==> config.mk <==
export PLATFORM = sky130hd
export DESIGN_NAME = torque_limit_selector
export DESIGN_NICKNAME = d
export VERILOG_FILES = /design/src/core/torque_limit_pkg.sv /design/src/core/torque_limit_selector.sv
export SDC_FILE = /design/constraint.sdc
export NUM_CORES = 1
export LEC_CHECK = 0
export BUFFER_PORTS_ARGS = -buffer_cell sky130_fd_sc_hd__buf_2
export CAP_MARGIN = 10
export CORE_UTILIZATION = 55
export CTS_CLUSTER_DIAMETER = 60
export DETAILED_ROUTE_END_ITERATION = 8
export MAX_ROUTING_LAYER = met4
export PLACE_DENSITY = 0.82
export SLEW_MARGIN = 10
export SYNTH_ARGS = -nofsm -noshare
export SYNTH_HDL_FRONTEND = slang
export SYNTH_SLANG_ARGS = --single-unit
==> constraint.sdc <==
create_clock -name ref_clk_i -period 11.8 [get_ports ref_clk_i]
set_input_delay 2.36 -clock ref_clk_i [delete_from_list [all_inputs] [get_ports ref_clk_i]]
set_output_delay 2.36 -clock ref_clk_i [all_outputs]
set_load 0.03 [all_outputs]
==> src/core/torque_limit_pkg.sv <==
// package: constants, types and register map of the torque limit selector
package torque_limit_pkg;
   // limit settings, percent of rated torque
   localparam int LIMIT_W = 10;
   localparam logic [LIMIT_W-1:0] LIMIT_MAX = 10'h320;        // 800 percent
   localparam logic [LIMIT_W-1:0] INT_LIMIT_RST = 10'h320;    // 800 percent
   localparam logic [LIMIT_W-1:0] EXT_LIMIT_RST = 10'h064;    // 100 percent
   localparam logic [LIMIT_W-1:0] MOTOR_MAX_RST = 10'h12C;    // 300 percent
   // torque demand width (signed, percent)
   localparam int TORQUE_W = 12;
   // terminal mapping
   localparam int TERM_W = 4;
   localparam int NUM_IN_TERM = 8;
   localparam int NUM_OUT_TERM = 3;
   localparam logic [3:0] MAP_NONE = 4'h0;                    // digit value: not allocated
   localparam logic [3:0] MAP_TERM1 = 4'h1;                   // digit value of terminal 1
   localparam int IMAP_FWD_LSB = 8;                           // digit .2
   localparam int IMAP_REV_LSB = 12;                          // digit .3
   localparam int OMAP_FLAG_LSB = 0;                          // digit .0
   localparam logic [15:0] IMAP_RST = 16'h0000;
   localparam logic [15:0] OMAP_RST = 16'h0000;
   // register byte offsets
   localparam logic [7:0] ADDR_FWD_INT = 8'h00;
   localparam logic [7:0] ADDR_REV_INT = 8'h04;
   localparam logic [7:0] ADDR_FWD_EXT = 8'h08;
   localparam logic [7:0] ADDR_REV_EXT = 8'h0C;
   localparam logic [7:0] ADDR_MOTOR_MAX = 8'h10;
   localparam logic [7:0] ADDR_IN_MAP = 8'h14;
   localparam logic [7:0] ADDR_OUT_MAP = 8'h18;
   localparam logic [7:0] ADDR_STATUS = 8'h1C;
   localparam logic [7:0] ADDR_IRQ_STAT = 8'h20;
   localparam logic [7:0] ADDR_IRQ_MASK = 8'h24;
   // interrupt bits
   localparam int IRQ_W = 2;
   localparam int IRQ_CLAMP_ON = 0;
   localparam int IRQ_CLAMP_OFF = 1;
   // status bits
   localparam int ST_CLAMP = 0;
   localparam int ST_FWD_REQ = 1;
   localparam int ST_REV_REQ = 2;
   localparam logic [1:0] HTRANS_NONSEQ = 2'h2;
   localparam logic [2:0] HSIZE_WORD = 3'h2;

   typedef struct packed {
      logic [LIMIT_W-1:0] fwd_int;
      logic [LIMIT_W-1:0] rev_int;
      logic [LIMIT_W-1:0] fwd_ext;
      logic [LIMIT_W-1:0] rev_ext;
      logic [LIMIT_W-1:0] motor_max;
      logic [15:0] in_map;
      logic [15:0] out_map;
      logic [IRQ_W-1:0] irq_mask;
   } cfg_t;

   typedef struct packed {
      logic [LIMIT_W-1:0] fwd;
      logic [LIMIT_W-1:0] rev;
   } limits_t;
endpackage : torque_limit_pkg

==> src/core/torque_limit_selector.sv <==
// torque limit selector: limit choice, torque clamp, terminal mapping, AHB-Lite registers
//
// Implementation choices: the AHB-Lite interface to the registers and the address map.
`timescale 1ns/1ps
module torque_limit_selector
   import torque_limit_pkg::*;
#(
   parameter int N_IN = NUM_IN_TERM,
   parameter int N_OUT = NUM_OUT_TERM
)(
   input wire logic ref_clk_i,
   input wire logic rstn_i,
   // AHB-Lite slave
   input wire logic hsel_i,
   input wire logic [7:0] haddr_i,
   input wire logic [1:0] htrans_i,
   input wire logic hwrite_i,
   input wire logic [2:0] hsize_i,
   input wire logic [31:0] hwdata_i,
   input wire logic hready_i,
   output logic [31:0] hrdata_o,
   output logic hreadyout_o,
   output logic hresp_o,
   // input terminals, high = closed (ON)
   input wire logic [N_IN-1:0] in_term_i,
   // torque demand and result
   input wire logic signed [TORQUE_W-1:0] torque_demand_i,
   output logic signed [TORQUE_W-1:0] torque_out_o,
   output logic [N_OUT-1:0] out_term_o,
   output logic irq_o
);

   // elaboration check: one map digit can name at most fifteen terminals
   if (N_IN < 1 || N_IN > (2 ** TERM_W) - 1 || N_OUT < 1 || N_OUT > (2 ** TERM_W) - 1)
   begin : g_bad_term_count
      $error("terminal counts must lie in 1..15");
   end

   // ==========================================================
   // reset release
   logic [1:0] rst_sync_q;
   logic rst_n;

   // two flops so release is clean against the clock
   always_ff @(posedge ref_clk_i or negedge rstn_i)
   begin
      if (!rstn_i)
         rst_sync_q <= 2'h0;
      else
         rst_sync_q <= {rst_sync_q[0], 1'b1};
   end
   // the synchronised copy is the only reset the rest of the block sees
   assign rst_n = rst_sync_q[1];

   // ==========================================================
   // bus address phase capture
   logic wr_pend_q, wr_pend_d;
   logic rd_pend_q, rd_pend_d;
   logic [7:0] addr_q, addr_d;
   logic acc_ok;

   // an address phase counts only while the bus is ready and the slave is selected
   assign acc_ok = hsel_i && hready_i && htrans_i == HTRANS_NONSEQ && hsize_i == HSIZE_WORD;

   // only whole-word single transfers are decoded; other sizes complete silently
   always_comb
   begin
      wr_pend_d = acc_ok && hwrite_i;
      rd_pend_d = acc_ok && !hwrite_i;
      addr_d = acc_ok ? haddr_i : addr_q;
   end

   always_ff @(posedge ref_clk_i or negedge rst_n)
   begin
      if (!rst_n)
      begin
         wr_pend_q <= 1'b0;
         rd_pend_q <= 1'b0;
         addr_q <= 8'h00;
      end
      else
      begin
         wr_pend_q <= wr_pend_d;
         rd_pend_q <= rd_pend_d;
         addr_q <= addr_d;
      end
   end

   // ==========================================================
   // configuration registers
   cfg_t cfg_q, cfg_d;

   // clip a written value into the 0..800 setting range
   function automatic logic [LIMIT_W-1:0] clip_limit(input logic [31:0] v);
      logic [LIMIT_W-1:0] r;
      r = (v > 32'(LIMIT_MAX)) ? LIMIT_MAX : v[LIMIT_W-1:0];
      return r;
   endfunction : clip_limit

   // writes land at the end of the data phase and act next cycle
   always_comb
   begin
      cfg_d = cfg_q;
      if (wr_pend_q)
      begin
         case (addr_q)
            ADDR_FWD_INT: cfg_d.fwd_int = clip_limit(hwdata_i);
            ADDR_REV_INT: cfg_d.rev_int = clip_limit(hwdata_i);
            ADDR_FWD_EXT: cfg_d.fwd_ext = clip_limit(hwdata_i);
            ADDR_REV_EXT: cfg_d.rev_ext = clip_limit(hwdata_i);
            ADDR_MOTOR_MAX: cfg_d.motor_max = clip_limit(hwdata_i);
            ADDR_IN_MAP: cfg_d.in_map = hwdata_i[15:0];
            ADDR_OUT_MAP: cfg_d.out_map = hwdata_i[15:0];
            ADDR_IRQ_MASK: cfg_d.irq_mask = hwdata_i[IRQ_W-1:0];
            default: cfg_d = cfg_q;
         endcase
      end
   end

   always_ff @(posedge ref_clk_i or negedge rst_n)
   begin
      if (!rst_n)
      begin
         cfg_q.fwd_int <= INT_LIMIT_RST;
         cfg_q.rev_int <= INT_LIMIT_RST;
         cfg_q.fwd_ext <= EXT_LIMIT_RST;
         cfg_q.rev_ext <= EXT_LIMIT_RST;
         cfg_q.motor_max <= MOTOR_MAX_RST;
         cfg_q.in_map <= IMAP_RST;
         cfg_q.out_map <= OMAP_RST;
         cfg_q.irq_mask <= '0;
      end
      else
         cfg_q <= cfg_d;
   end

   // ==========================================================
   // request terminal selection
   logic fwd_clamp_request;
   logic rev_clamp_request;

   // pick terminal by map digit; zero or out-of-range means not allocated
   function automatic logic pick_term(input logic [TERM_W-1:0] dig, input logic [N_IN-1:0] t);
      logic r;
      r = 1'b0;
      for (int i = 0; i < N_IN; i++)
         if (dig == 4'(i + 1))
            r = t[i];
      return r;
   endfunction : pick_term

   // terminals are taken as clean levels; no debounce is done in this block
   assign fwd_clamp_request = pick_term(cfg_q.in_map[IMAP_FWD_LSB +: TERM_W], in_term_i);
   assign rev_clamp_request = pick_term(cfg_q.in_map[IMAP_REV_LSB +: TERM_W], in_term_i);

   // ==========================================================
   // active limits
   limits_t lim;
   logic [LIMIT_W-1:0] fwd_sel, rev_sel;

   // the host decides when to close the request terminals
   always_comb
   begin
      fwd_sel = cfg_q.fwd_int;
      if (fwd_clamp_request && cfg_q.fwd_ext < cfg_q.fwd_int)
         fwd_sel = cfg_q.fwd_ext;
      rev_sel = cfg_q.rev_int;
      if (rev_clamp_request && cfg_q.rev_ext < cfg_q.rev_int)
         rev_sel = cfg_q.rev_ext;
      // the motor cannot deliver more than its own maximum
      lim.fwd = (fwd_sel > cfg_q.motor_max) ? cfg_q.motor_max : fwd_sel;
      lim.rev = (rev_sel > cfg_q.motor_max) ? cfg_q.motor_max : rev_sel;
   end

   // ==========================================================
   // torque saturation and clamp flag
   logic signed [TORQUE_W-1:0] torque_d, torque_q;
   logic clamp_d, clamp_q;
   logic signed [TORQUE_W:0] dem_ext, fwd_s, rev_s;

   // sign picks the limit; demand beyond it is cut back to the limit
   always_comb
   begin
      dem_ext = {torque_demand_i[TORQUE_W-1], torque_demand_i};
      fwd_s = (TORQUE_W + 1)'(lim.fwd);
      rev_s = -(TORQUE_W + 1)'(lim.rev);
      torque_d = torque_demand_i;
      clamp_d = 1'b0;
      if (dem_ext >= fwd_s && !torque_demand_i[TORQUE_W-1])
      begin
         torque_d = fwd_s[TORQUE_W-1:0];
         clamp_d = 1'b1;
      end
      else if (dem_ext <= rev_s && torque_demand_i[TORQUE_W-1])
      begin
         torque_d = rev_s[TORQUE_W-1:0];
         clamp_d = 1'b1;
      end
   end

   // ==========================================================
   // output terminals, interrupt status
   logic [N_OUT-1:0] term_d, term_q;
   logic [IRQ_W-1:0] irq_st_d, irq_st_q;
   logic irq_d, irq_q;
   logic st_rd;

   // the clear acts in the data phase, after the read word was captured
   assign st_rd = rd_pend_q && addr_q == ADDR_IRQ_STAT;

   // flag terminal is driven only when the map digit names it
   always_comb
   begin
      for (int i = 0; i < N_OUT; i++)
         term_d[i] = clamp_d && cfg_q.out_map[OMAP_FLAG_LSB +: TERM_W] == 4'(i + 1);
      // read clears, but an edge in the same cycle is kept
      irq_st_d = st_rd ? '0 : irq_st_q;
      if (clamp_d && !clamp_q)
         irq_st_d[IRQ_CLAMP_ON] = 1'b1;
      if (!clamp_d && clamp_q)
         irq_st_d[IRQ_CLAMP_OFF] = 1'b1;
      irq_d = |(irq_st_d & cfg_d.irq_mask);
   end

   always_ff @(posedge ref_clk_i or negedge rst_n)
   begin
      if (!rst_n)
      begin
         torque_q <= '0;
         clamp_q <= 1'b0;
         term_q <= '0;
         irq_st_q <= '0;
         irq_q <= 1'b0;
      end
      else
      begin
         torque_q <= torque_d;
         clamp_q <= clamp_d;
         term_q <= term_d;
         irq_st_q <= irq_st_d;
         irq_q <= irq_d;
      end
   end

   // ==========================================================
   // read data, registered so hrdata comes from a flop
   logic [31:0] rdata_d, rdata_q;

   // answered one cycle after the address phase, zero wait states
   always_comb
   begin
      rdata_d = 32'h0000_0000;
      if (rd_pend_d)
      begin
         case (haddr_i)
            ADDR_FWD_INT: rdata_d = 32'(cfg_q.fwd_int);
            ADDR_REV_INT: rdata_d = 32'(cfg_q.rev_int);
            ADDR_FWD_EXT: rdata_d = 32'(cfg_q.fwd_ext);
            ADDR_REV_EXT: rdata_d = 32'(cfg_q.rev_ext);
            ADDR_MOTOR_MAX: rdata_d = 32'(cfg_q.motor_max);
            ADDR_IN_MAP: rdata_d = 32'(cfg_q.in_map);
            ADDR_OUT_MAP: rdata_d = 32'(cfg_q.out_map);
            ADDR_STATUS: rdata_d = 32'({rev_clamp_request, fwd_clamp_request, clamp_q});
            ADDR_IRQ_STAT: rdata_d = 32'(irq_st_q);
            ADDR_IRQ_MASK: rdata_d = 32'(cfg_q.irq_mask);
            default: rdata_d = 32'h0000_0000;
         endcase
      end
   end

   always_ff @(posedge ref_clk_i or negedge rst_n)
   begin
      if (!rst_n)
         rdata_q <= 32'h0000_0000;
      else
         rdata_q <= rdata_d;
   end

   // ==========================================================
   // outputs
   // every output below is a flop copy, so no path runs from input to output
   assign hrdata_o = rdata_q;
   assign hreadyout_o = rst_sync_q[1];   // flop; slave never stalls once out of reset
   assign hresp_o = irq_st_q[0] & 1'b0;  // always OKAY
   assign torque_out_o = torque_q;
   assign out_term_o = term_q;
   assign irq_o = irq_q;

endmodule : torque_limit_selector

==> key figures, run 1 <==
Yosys
  – Post-synth top cells: dfrtp_1, nand2_1, ha_1
  – #FFs+latches synth: 131
  – Fraction of registers with async set/reset: 100.0%
  – Post-synth design cell area: 8170 um2
  – Syn Area/Cell: 10.43 um2
  – Sequential element share of the synthesized area: 40.37%
  – Area leader, netlist: dfrtp_1
  – Most common cell in the netlist: dfrtp_1
  – Distinct cells, synth: 85
  – Synth warn: 0
  – Mapped Cells: 783
  – Largest cells by area after synthesis: dfrtp_1, ha_1, mux2_2
  – EDFF count, synth: 0
  – Yosys top cell area share: 35.22%
  – Top_reg_cell synth: dfrtp_1

Power
  – Comb power frac: 17.0%
  – Peak VDD IR: 0.1172 mV
  – Internal power: 0.8920 mW
  – Design Power: 1.251 mW
  – Switch Pwr: 0.3588 mW
  – Static Leakage: 4.447 nW
  – Sequential share of power: 38.6%
  – Total power per unit cell area: 132.6 nW/um2
  – Clock power share: 44.4%
  – Sw frac: 28.69%

CTS
  – # Post-CTS Setup Buffers: 0
  – Clock Pin Slew Worst Setup and Hold Paths: 0.06 ns
  – CTS tree: yes
  – CTS buffer count: 17
  – Clock latency on the worst-skew pair: 0.43 ns
  – Root Buffer Master: clkbuf_16
  – Hold buffer count at cts: 0
  – CTS Sinks: 131
  – CTS H-tree depth: 4
  – Post-CTS sizing: 0
  – Max Root-Sink Buffers: 2

Timing
  – RSZ-0062 raised after global routing: no
  – Post-route clock period utilization: 74.85%
  – Final setup viols: 0
  – Max Transition Viols Final: 0
  – FMAX: 113.2 MHz
  – Final Hold Viols: 0
  – Setup Total Neg Slack: 0 ns
  – Clk_skew: 0.008149 ns
  – Fin crit period: 8.833 ns
  – Rel. slew slack: 25.55%
  – Tightest Pin Transition: 1.111 ns
  – Final worst-path setup slack: 2.967 ns

Routing
  – Antenna Violating Nets Remaining: 0
  – Vias post-DR: 6661
  – Post-Route WL: 21.13 mm
  – Vias per cell: 6.134
  – TritonRoute pass-1 iters: 8
  – Residual DRC count: 0
  – Initial DRC count: 658
  – WL/cell: 19.46 um

Global route
  – Vias in the first global route: 6569
  – Pin count of the biggest net entering global routing: 72
  – First-pass GRT wire length: 33.67 mm
  – Gr ovfl total: 0
  – Tot GR Track Use: 30.10%
  – Initial antenna violation count: 0

Floorplan
  – Die ar.: 15350 um2
  – Core ar.: 14530 um2
  – Core Rows: 44
  – Initial Util: 56.22%
  – Die Width: 123.9 um
  – Die height: 123.9 um
  – # IOs: 120

Placed design
  – Placed cells: 1054
  – Dpl ws: 2.641 ns
  – Final HPWL DP: 15.44 mm
  – Port Buffer Count: 102
  – GP Congestion: 0.9573

Setup path
  – CP dominant cell by count: ha_1
  – Setup crit end kind: register
  – Crit-path slowest cell: or4b_1
  – CP Data Required Time: 12.12 ns
  – Crit-path leading delay family: simple AND/OR/NAND/NOR gates
  – Critical path peak fanout: 15
  – Critical Path AT: 9.15 ns
  – Worst path bufs/invs: 2
  – Critical path type: primary input to register
  – Critical path launch point type: primary input
  – CP max stage delay: 0.64 ns

Layout
  – Finished Core Util: 64.91%
  – Layout cell share with drive strength beyond 1: 28.16%
  – Final Non-Filler Cells: 1086
  – Layout area overhead: 15.47%
  – Fin nets: 1021
  – Antenna cells: 0
  – Fill count: 1159
  – Register area: 3302 um2
  – Multi-input logic area: 4541 um2

Run status
  – Outcome: complete, no violations

Run
  – Max-cap violations: 0

Worst hold path
  – Hold crit path type: register to register
-- registers in the layout (all words and copies together) (netlist names) --
register,flops
addr_q,8
cfg_q,84
clamp_q,1
hrdata_o,16
irq_o,1
irq_st_q,2
out_term_o,3
rd_pend_q,1
rst_sync_q,2
torque_out_o,12
wr_pend_q,1
-- cell families after synthesis --
logic type / share of synthesized area (%)
xor+xnor: 0.8423
simple gates: 13.41
compound gates: 17.70
mux: 13.17
flops: 40.37
other cells: 0.09192
fa+ha+maj: 9.495
buf+inv: 4.916
-- placed cells by master, fill, tap and decap left out, types with 5 or more instances in the layout --
cell type and n:
a222oi_1 8, dfrtp_1 114, nand2b_1 9, conb_1 18, mux2_2 53, dfstp_2 16, and3_1 7, o221ai_1 6
buf_2 102, a21oi_1 25, nor3_1 14, inv_1 45, clkbuf_16 17, ha_1 62, nand2_1 66, nor2_2 5
buf_4 8, nor4_1 9, o21a_1 6, o21ai_0 35, inv_6 7, o32ai_1 5, a22oi_1 22, nand4_1 8
a31oi_1 13, a21o_1 9, mux2i_1 39, nor2_1 48, nand3_1 13
-- final timing paths --
kind                               start  slack [ns]  cells after the start               to
setup / recovery            in_term_i[6]        2.97                     25  torque_out_o[6]
hold reg to reg            rst_sync_q[0]        0.35                      0    rst_sync_q[1]
setup reg to reg               cfg_q[69]        4.03                     27  torque_out_o[6]
max in group asynchronous  rst_sync_q[1]        9.95                      1         cfg_q[6]
hold / removal             rst_sync_q[0]        0.35                      0    rst_sync_q[1]
min in group asynchronous  rst_sync_q[1]        0.39                      0        cfg_q[21]
-- routing by layer --
| layer | GRT usage (%) | routed length, um | vias up |
|---|---|---|---|
| li1 | - | - | 3098 |
| met1 | 37.67 | 9008 | 3228 |
| met2 | 48.72 | 10210 | 286 |
| met3 | 6.227 | 1385 | 49 |
| met4 | 9.864 | 527 | 0 |
| met5 | - | 0 | - |
-- stage by stage --
stage	hold WS [ns]	area (um2)
detailed placement	0.3386	8821
global placement	0.3402	8821
CTS	0.3579	9434
global route	0.3727	9434
finish	0.3531	9434
floorplan	0.3312	8230
-- power by group through the flow --
stage               Sequential, mW  Clock, mW  Combinational (mW)
finish                       0.482      0.555               0.213
floorplan                    0.497          0               0.147
detailed placement           0.490          0               0.210
global route                 0.485      0.576               0.235
CTS                          0.482      0.557               0.212
global placement             0.489          0               0.207
-- cell type report --
type	instances	share of cell area (%)
Clock buffer	19	4.695
Timing Repair Buffer	110	6.048
Clock inverter	13	1.804
Sequential cell	131	35.00
Tap cell	184	2.440
Multi-Input combinational cell	583	48.13
Inverter	46	1.883
Note: power is estimated with default switching activity, not from simulation.
==> run 2, diff against run 1 <==
==> constraint.sdc (replaced) <==
create_clock -name ref_clk_i -period 8.8 [get_ports ref_clk_i]
set_input_delay 1.76 -clock ref_clk_i [delete_from_list [all_inputs] [get_ports ref_clk_i]]
set_output_delay 1.76 -clock ref_clk_i [all_outputs]
set_load 0.03 [all_outputs]
==> run 2 against run 1 <==
Sequential power increased by 33%. Clock-buffer cell count decreased by 1. First-iteration DRC count decreased by 6.1%. Utilization increased by 0.095 points. Clock power increased by 30%. Hold slack improved by 0.0038 ns. Sequential share of layout area decreased by 0.051 points. Flip-flop and latch count unchanged. Routed wire length decreased by 0.85%. Combinational power increased by 38%. Via count increased by 0.95%. Critical path depth increased by 1.
==> key figures, run 2 (same netlist as run 1, synthesis figures left out) <==
Placed design
  – Port Buffer Count: 102 (unchanged)
  – Final HPWL DP: 15.66 mm (+1.4%)
  – GP Congestion: 0.9168 (-4.2%)
  – Dpl ws: 0.7891 ns (-1.852 ns)

Routing
  – Vias per cell: 6.174 (+0.67%)
  – DR WL met2: 10.01 mm (-1.9%)
  – Antenna Violating Nets Remaining: 0 (unchanged)
  – Residual DRC count: 0 (unchanged)
  – Post-Route WL: 20.95 mm (-0.85%)
  – Wl on met1: 9.000 mm (about the same)
  – Vias post-DR: 6724 (+0.95%)
  – TritonRoute pass-1 iters: 6 (-2)
  – Metal3 WL: 1.382 mm (-0.22%)
  – WL/cell: 19.24 um (-1.1%)
  – DR top layer: met4
  – Initial DRC count: 618 (-6.1%)

Floorplan
  – Core ar.: 14530 um2 (unchanged)
  – Die Width: 123.9 um (unchanged)
  – # IOs: 120 (unchanged)
  – Die ar.: 15350 um2 (unchanged)
  – Die height: 123.9 um (unchanged)
  – Core Rows: 44 (unchanged)
  – Initial Util: 56.22% (unchanged)

Timing
  – Tightest Pin Transition: 1.159 ns (+0.04809 ns)
  – Post-route clock period utilization: 87.90%
  – Clk_skew: 0.009595 ns (+0.001447 ns)
  – Fin crit period: 7.735 ns
  – Final worst-path setup slack: 1.065 ns (-1.903 ns)
  – FMAX: 129.3 MHz
  – Final setup viols: 0 (unchanged)
  – Setup Total Neg Slack: 0 ns (unchanged)
  – Rel. slew slack: 22.32% (-3.2 points)
  – Max Transition Viols Final: 0 (unchanged)
  – Final Hold Viols: 0 (unchanged)
  – RSZ-0062 raised after global routing: no

Power
  – Static Leakage: 4.462 nW (+0.33%)
  – Peak VDD IR: 0.1227 mV (+4.7%)
  – Total power per unit cell area: 175.6 nW/um2 (+32%)

Setup path
  – Critical path type: primary input to register
  – Crit-path slowest cell: mux4_2
  – Crit-path leading delay family: compound AO/OA/AOI/OAI gates
  – Setup crit end kind: register
  – Critical path peak fanout: 13 (-2)
  – CP Data Required Time: 9.16 ns (-2.96 ns)
  – Reg2Reg Setup Slack: 1.53 ns (-2.50 ns)
  – CP dominant cell by count: ha_1
  – Worst path bufs/invs: 3 (+1)
  – CP max stage delay: 0.51 ns (-0.13 ns)
  – Critical Path AT: 8.09 ns (-1.06 ns)
  – Critical path launch point type: primary input

CTS
  – Hold buffer count at cts: 0 (unchanged)
  – Root Buffer Master: clkbuf_16
  – Max Root-Sink Buffers: 2 (unchanged)
  – Clock latency on the worst-skew pair: 0.43 ns (about the same)
  – # Post-CTS Setup Buffers: 0 (unchanged)
  – Post-CTS sizing: 0 (unchanged)
  – CTS buffer count: 17 (unchanged)
  – CTS Sinks: 131 (unchanged)
  – Clock Pin Slew Worst Setup and Hold Paths: 0.06 ns (about the same)
  – CTS tree: yes
  – CTS H-tree depth: 4 (unchanged)

Global route
  – Tot GR Track Use: 30.17% (+0.063 points)
  – Pin count of the biggest net entering global routing: 68 (-5.6%)
  – Initial antenna violation count: 0 (unchanged)
  – Gr ovfl total: 0 (unchanged)
  – Vias in the first global route: 6632 (+0.96%)
  – First-pass GRT wire length: 33.75 mm (+0.24%)

Layout
  – Antenna cells: 0 (unchanged)
  – Most common cell after layout, fill and taps aside: dfrtp_1
  – Commonest cells after routing, fill and taps aside: dfrtp_1, buf_2, nand2_1
  – Layout area overhead: 15.64%
  – Layout cell share with drive strength beyond 1: 28.40% (+0.24 points)
  – Max FFs per register: 84 (unchanged)
  – Top reg by flops: cfg_q
  – Fin nets: 1024 (+0.29%)

Run status
  – Outcome: complete, no violations

Worst hold path
  – Hold crit path type: register to register

Run
  – Max-cap violations: 0 (unchanged)
[run 2: changes by cell type in the layout (fill, tap and decap cells not counted), sizes merged]
cell      previous run  this run
clkinv               1         5
buf                110       113
clkbuf              19        18
inv                 52        50
clkinvlp             3         2
[run 2: worst paths after layout]
check	start	to	depth (start not counted)
min in group asynchronous	rst_sync_q[1]	addr_q[3]	1
max in group asynchronous	rst_sync_q[1]	torque_out_o[0]	2
max	in_term_i[6]	out_term_o[1]	26
min reg2reg	rst_sync_q[0]	rst_sync_q[1]	0
min	rst_sync_q[0]	rst_sync_q[1]	0
max reg2reg	cfg_q[69]	out_term_o[1]	29
[run 2: area by class of cell]
| class | count | area, um2 |
|---|---|---|
| fillers | 1143 | 5086 |
| multi-input cells | 583 | 4541 |
| flip-flops and latches | 131 | 3302 |
| repair buffers | 113 | 593.1 |
| clock buffers | 18 | 429.2 |
| well taps | 184 | 230.2 |
| inverters | 46 | 177.7 |
| clock inverters | 14 | 175.2 |
[run 2: worst register-to-register path, delay by kind of cell (launching register included)]
family / cells / cell delay, ns
flops: 1 / 0.59
buf+inv: 4 / 0.44
simple gates: 8 / 1.63
mux: 1 / 0.35
xor+xnor: 1 / 0.24
fa+ha+maj: 4 / 1.07
compound gates: 11 / 2.86
[run 2: per-layer routing]
layer,global-route usage (%),vias up
li1,-,3099
met1,38.55,3291
met2,48.30,283
met4,10.77,0
met5,-,-
met3,5.174,51
[run 2: power breakdown]
| group | total, mW | leakage [nW] | switching, mW | internal, mW |
|---|---|---|---|---|
| sequential | 0.642 | 1.51 | 0.0165 | 0.625 |
| combinational | 0.294 | 2.66 | 0.177 | 0.116 |
| clock | 0.723 | 0.293 | 0.275 | 0.448 |
[run 2: per-stage QoR]
stage / hold WS (ns) / power, mW / cells / util, % / area (um2)
after floorplan: 0.3312 / 0.8638 / 799 / - / 8230
final: 0.3569 / 1.659 / 1089 / 65.01 / 9448
after global placement: 0.3430 / 0.9352 / 1057 / 60.85 / 8843
after detailed placement: 0.3466 / 0.9408 / 1057 / 60.85 / 8843
after global routing: 0.3631 / 1.727 / 1089 / 65.01 / 9448
after CTS: 0.3603 / 1.664 / 1089 / 65.01 / 9448
==> run 3, diff against run 2 <==
--- a/config.mk
+++ b/config.mk
@@ -7,11 +7,11 @@
 export LEC_CHECK = 0
 export BUFFER_PORTS_ARGS = -buffer_cell sky130_fd_sc_hd__buf_2
 export CAP_MARGIN = 10
-export CORE_UTILIZATION = 55
+export CORE_UTILIZATION = 58
 export CTS_CLUSTER_DIAMETER = 60
 export DETAILED_ROUTE_END_ITERATION = 8
 export MAX_ROUTING_LAYER = met4
-export PLACE_DENSITY = 0.82
+export PLACE_DENSITY = 0.86
 export SLEW_MARGIN = 10
 export SYNTH_ARGS = -nofsm -noshare
 export SYNTH_HDL_FRONTEND = slang
==> run 3 against run 2 <==
Design area fell by 0.38%. Utilization rose by 3.1 points. Final cell count fell by 0.37%. Clock power fell by 5.5%. Sequential share of layout area rose by 0.13 points. Total power fell by 2.2%. First-iteration DRC count rose by 12%. Non-clock buffer count did not move. Routed wire length rose by 2.8%. Clock skew fell by 0.0034 ns. Largest cell class unchanged.
==> key figures, run 3 (same netlist as run 1, synthesis figures left out) <==
Timing
  – Max Transition Viols Final: 0 (unchanged)
  – RSZ-0062 raised after global routing: no
  – Final Hold Viols: 0 (unchanged)
  – Fin crit period: 7.678 ns (-0.05742 ns)
  – Post-route clock period utilization: 87.25% (-0.65 points)
  – Clk_skew: 0.006185 ns (-0.003410 ns)
  – Tightest Pin Transition: 1.141 ns (-0.01763 ns)
  – FMAX: 130.2 MHz (+0.75%)
  – Setup Total Neg Slack: 0 ns (unchanged)
  – Rel. slew slack: 23.51% (+1.2 points)
  – Final setup viols: 0 (unchanged)

Routing
  – Post-Route WL: 21.54 mm (+2.8%)
  – Vias per cell: 6.398 (+3.6%)
  – TritonRoute pass-1 iters: 7 (+1)
  – Vias post-DR: 6942 (+3.2%)
  – Antenna Violating Nets Remaining: 0 (unchanged)
  – Initial DRC count: 694 (+12%)
  – WL/cell: 19.86 um (+3.2%)
  – Residual DRC count: 0 (unchanged)

Global route
  – Initial antenna violation count: 0 (unchanged)
  – Gr ovfl total: 0 (unchanged)
  – First-pass GRT wire length: 34.40 mm (+1.9%)
  – Vias in the first global route: 6927 (+4.4%)
  – Tot GR Track Use: 31.88% (+1.7 points)
  – Pin count of the biggest net entering global routing: 68 (unchanged)

Setup path
  – CP Data Required Time: 9.16 ns (about the same)
  – CP max stage delay: 0.51 ns (about the same)
  – Crit-path slowest cell: mux4_2
  – Setup crit end kind: register
  – Worst path bufs/invs: 3 (unchanged)
  – Critical path launch point type: primary input
  – Critical path peak fanout: 13 (unchanged)
  – Critical Path AT: 8.04 ns (-0.05 ns)
  – Critical path type: primary input to register
  – Crit-path leading delay family: compound AO/OA/AOI/OAI gates
  – CP dominant cell by count: ha_1

CTS
  – CTS H-tree depth: 4 (unchanged)
  – Max Root-Sink Buffers: 2 (unchanged)
  – Root Buffer Master: clkbuf_16
  – CTS Sinks: 131 (unchanged)
  – CTS buffer count: 17 (unchanged)
  – CTS tree: yes
  – Clock Pin Slew Worst Setup and Hold Paths: 0.06 ns (about the same)
  – Post-CTS sizing: 0 (unchanged)
  – Hold buffer count at cts: 0 (unchanged)
  – # Post-CTS Setup Buffers: 0 (unchanged)
  – Clock latency on the worst-skew pair: 0.43 ns (about the same)

Floorplan
  – # IOs: 120 (unchanged)
  – Core ar.: 13830 um2 (-4.9%)
  – Die ar.: 14560 um2 (-5.1%)
  – Initial Util: 59.09% (+2.9 points)
  – Die Width: 120.7 um (-2.6%)
  – Core Rows: 43 (-2.3%)
  – Die height: 120.7 um (-2.6%)

Power
  – Static Leakage: 4.445 nW (-0.38%)
  – Peak VDD IR: 0.1282 mV (+4.5%)
  – Total power per unit cell area: 172.4 nW/um2 (-1.8%)

Placed design
  – Final HPWL DP: 16.06 mm (+2.6%)
  – GP Congestion: 0.9107 (-0.67%)
  – Placed cells: 1053 (-0.38%)
  – Port Buffer Count: 102 (unchanged)

Run
  – Max-cap violations: 0 (unchanged)

Layout
  – Layout area overhead: 15.19%
  – Fin nets: 1024 (unchanged)
  – Top reg by flops: cfg_q
  – Antenna cells: 0 (unchanged)
  – Layout cell share with drive strength beyond 1: 28.40% (unchanged)
  – Max FFs per register: 84 (unchanged)
  – Commonest cells after routing, fill and taps aside: dfrtp_1, buf_2, nand2_1
  – Final Non-Filler Cells: 1085 (-0.37%)
  – Most common cell after layout, fill and taps aside: dfrtp_1

Run status
  – Outcome: complete, no violations

Worst hold path
  – Hold crit path type: register to async pin
run 3: cell count changes in the layout (fill, tap and decap cells not counted):
cell	delta
clkinvlp_4	+1
inv_8	-1
bufinv_16	-2
clkbuf_8	+3
inv_6	-1
run 3: final timing paths:
kind / cells after the start / slack (ns) / start / end
setup / recovery: 26 / 1.12 / in_term_i[6] / out_term_o[0]
hold / removal: 0 / 0.19 / rst_sync_q[1] / cfg_q[30]
setup reg to reg: 28 / 1.55 / cfg_q[69] / out_term_o[0]
hold reg to reg: 0 / 0.19 / rst_sync_q[1] / cfg_q[30]
max in group asynchronous: 2 / 6.82 / rst_sync_q[1] / torque_out_o[7]
min in group ref_clk_i: 0 / 0.36 / rst_sync_q[0] / rst_sync_q[1]
run 3: report_power, final:
part	internal [mW]	leakage [nW]	switching (mW)	total, mW
combinational	0.117	2.66	0.179	0.296
clock	0.411	0.276	0.272	0.683
sequential	0.625	1.51	0.0184	0.644
total	1.15	4.45	0.470	1.62
run 3: worst register-to-register path, delay by kind of cell, from the launching register on:
kind                     cells  cell delay (ns)
flip-flops                   1             0.59
buffers and inverters        3             0.38
adder cells (fa/ha/maj)      4             1.08
AND/OR/NAND/NOR              7             1.44
AO/OA/AOI/OAI               12             3.09
XOR/XNOR                     1             0.23
multiplexers                 1             0.39
run 3: layout make-up:
class	instances	area [um2]
clock inverters	11	102.6
repair buffers	113	593.1
clock buffers	21	470.5
flip-flops and latches	131	3302
fillers	1042	4415
multi-input cells	583	4541
inverters	46	177.7
well taps	180	225.2
run 3: per-stage QoR:
| step | area [um2] | hold WS (ns) | setup WS [ns] | total power, mW | utilization [%] |
|---|---|---|---|---|---|
| after CTS | 9412 | 0.1946 | 1.206 | 1.623 | 68.07 |
| after global routing | 9412 | 0.2065 | 0.7133 | 1.683 | 68.07 |
| final | 9412 | 0.1909 | 1.122 | 1.623 | 68.07 |
| after detailed placement | 8838 | 0.1938 | 0.7929 | 0.9440 | 63.92 |
| after global placement | 8838 | 0.1891 | 0.9684 | 0.9349 | 63.92 |
| after floorplan | 8230 | 0.3312 | 1.635 | 0.8638 | - |
run 3: layer usage:
layer,up-vias,GRT usage (%),routed length [um]
met4,0,14.04,747
met2,369,51.08,10290
met1,3400,40.06,8931
met5,-,-,0
li1,3114,-,-
met3,59,5.094,1573
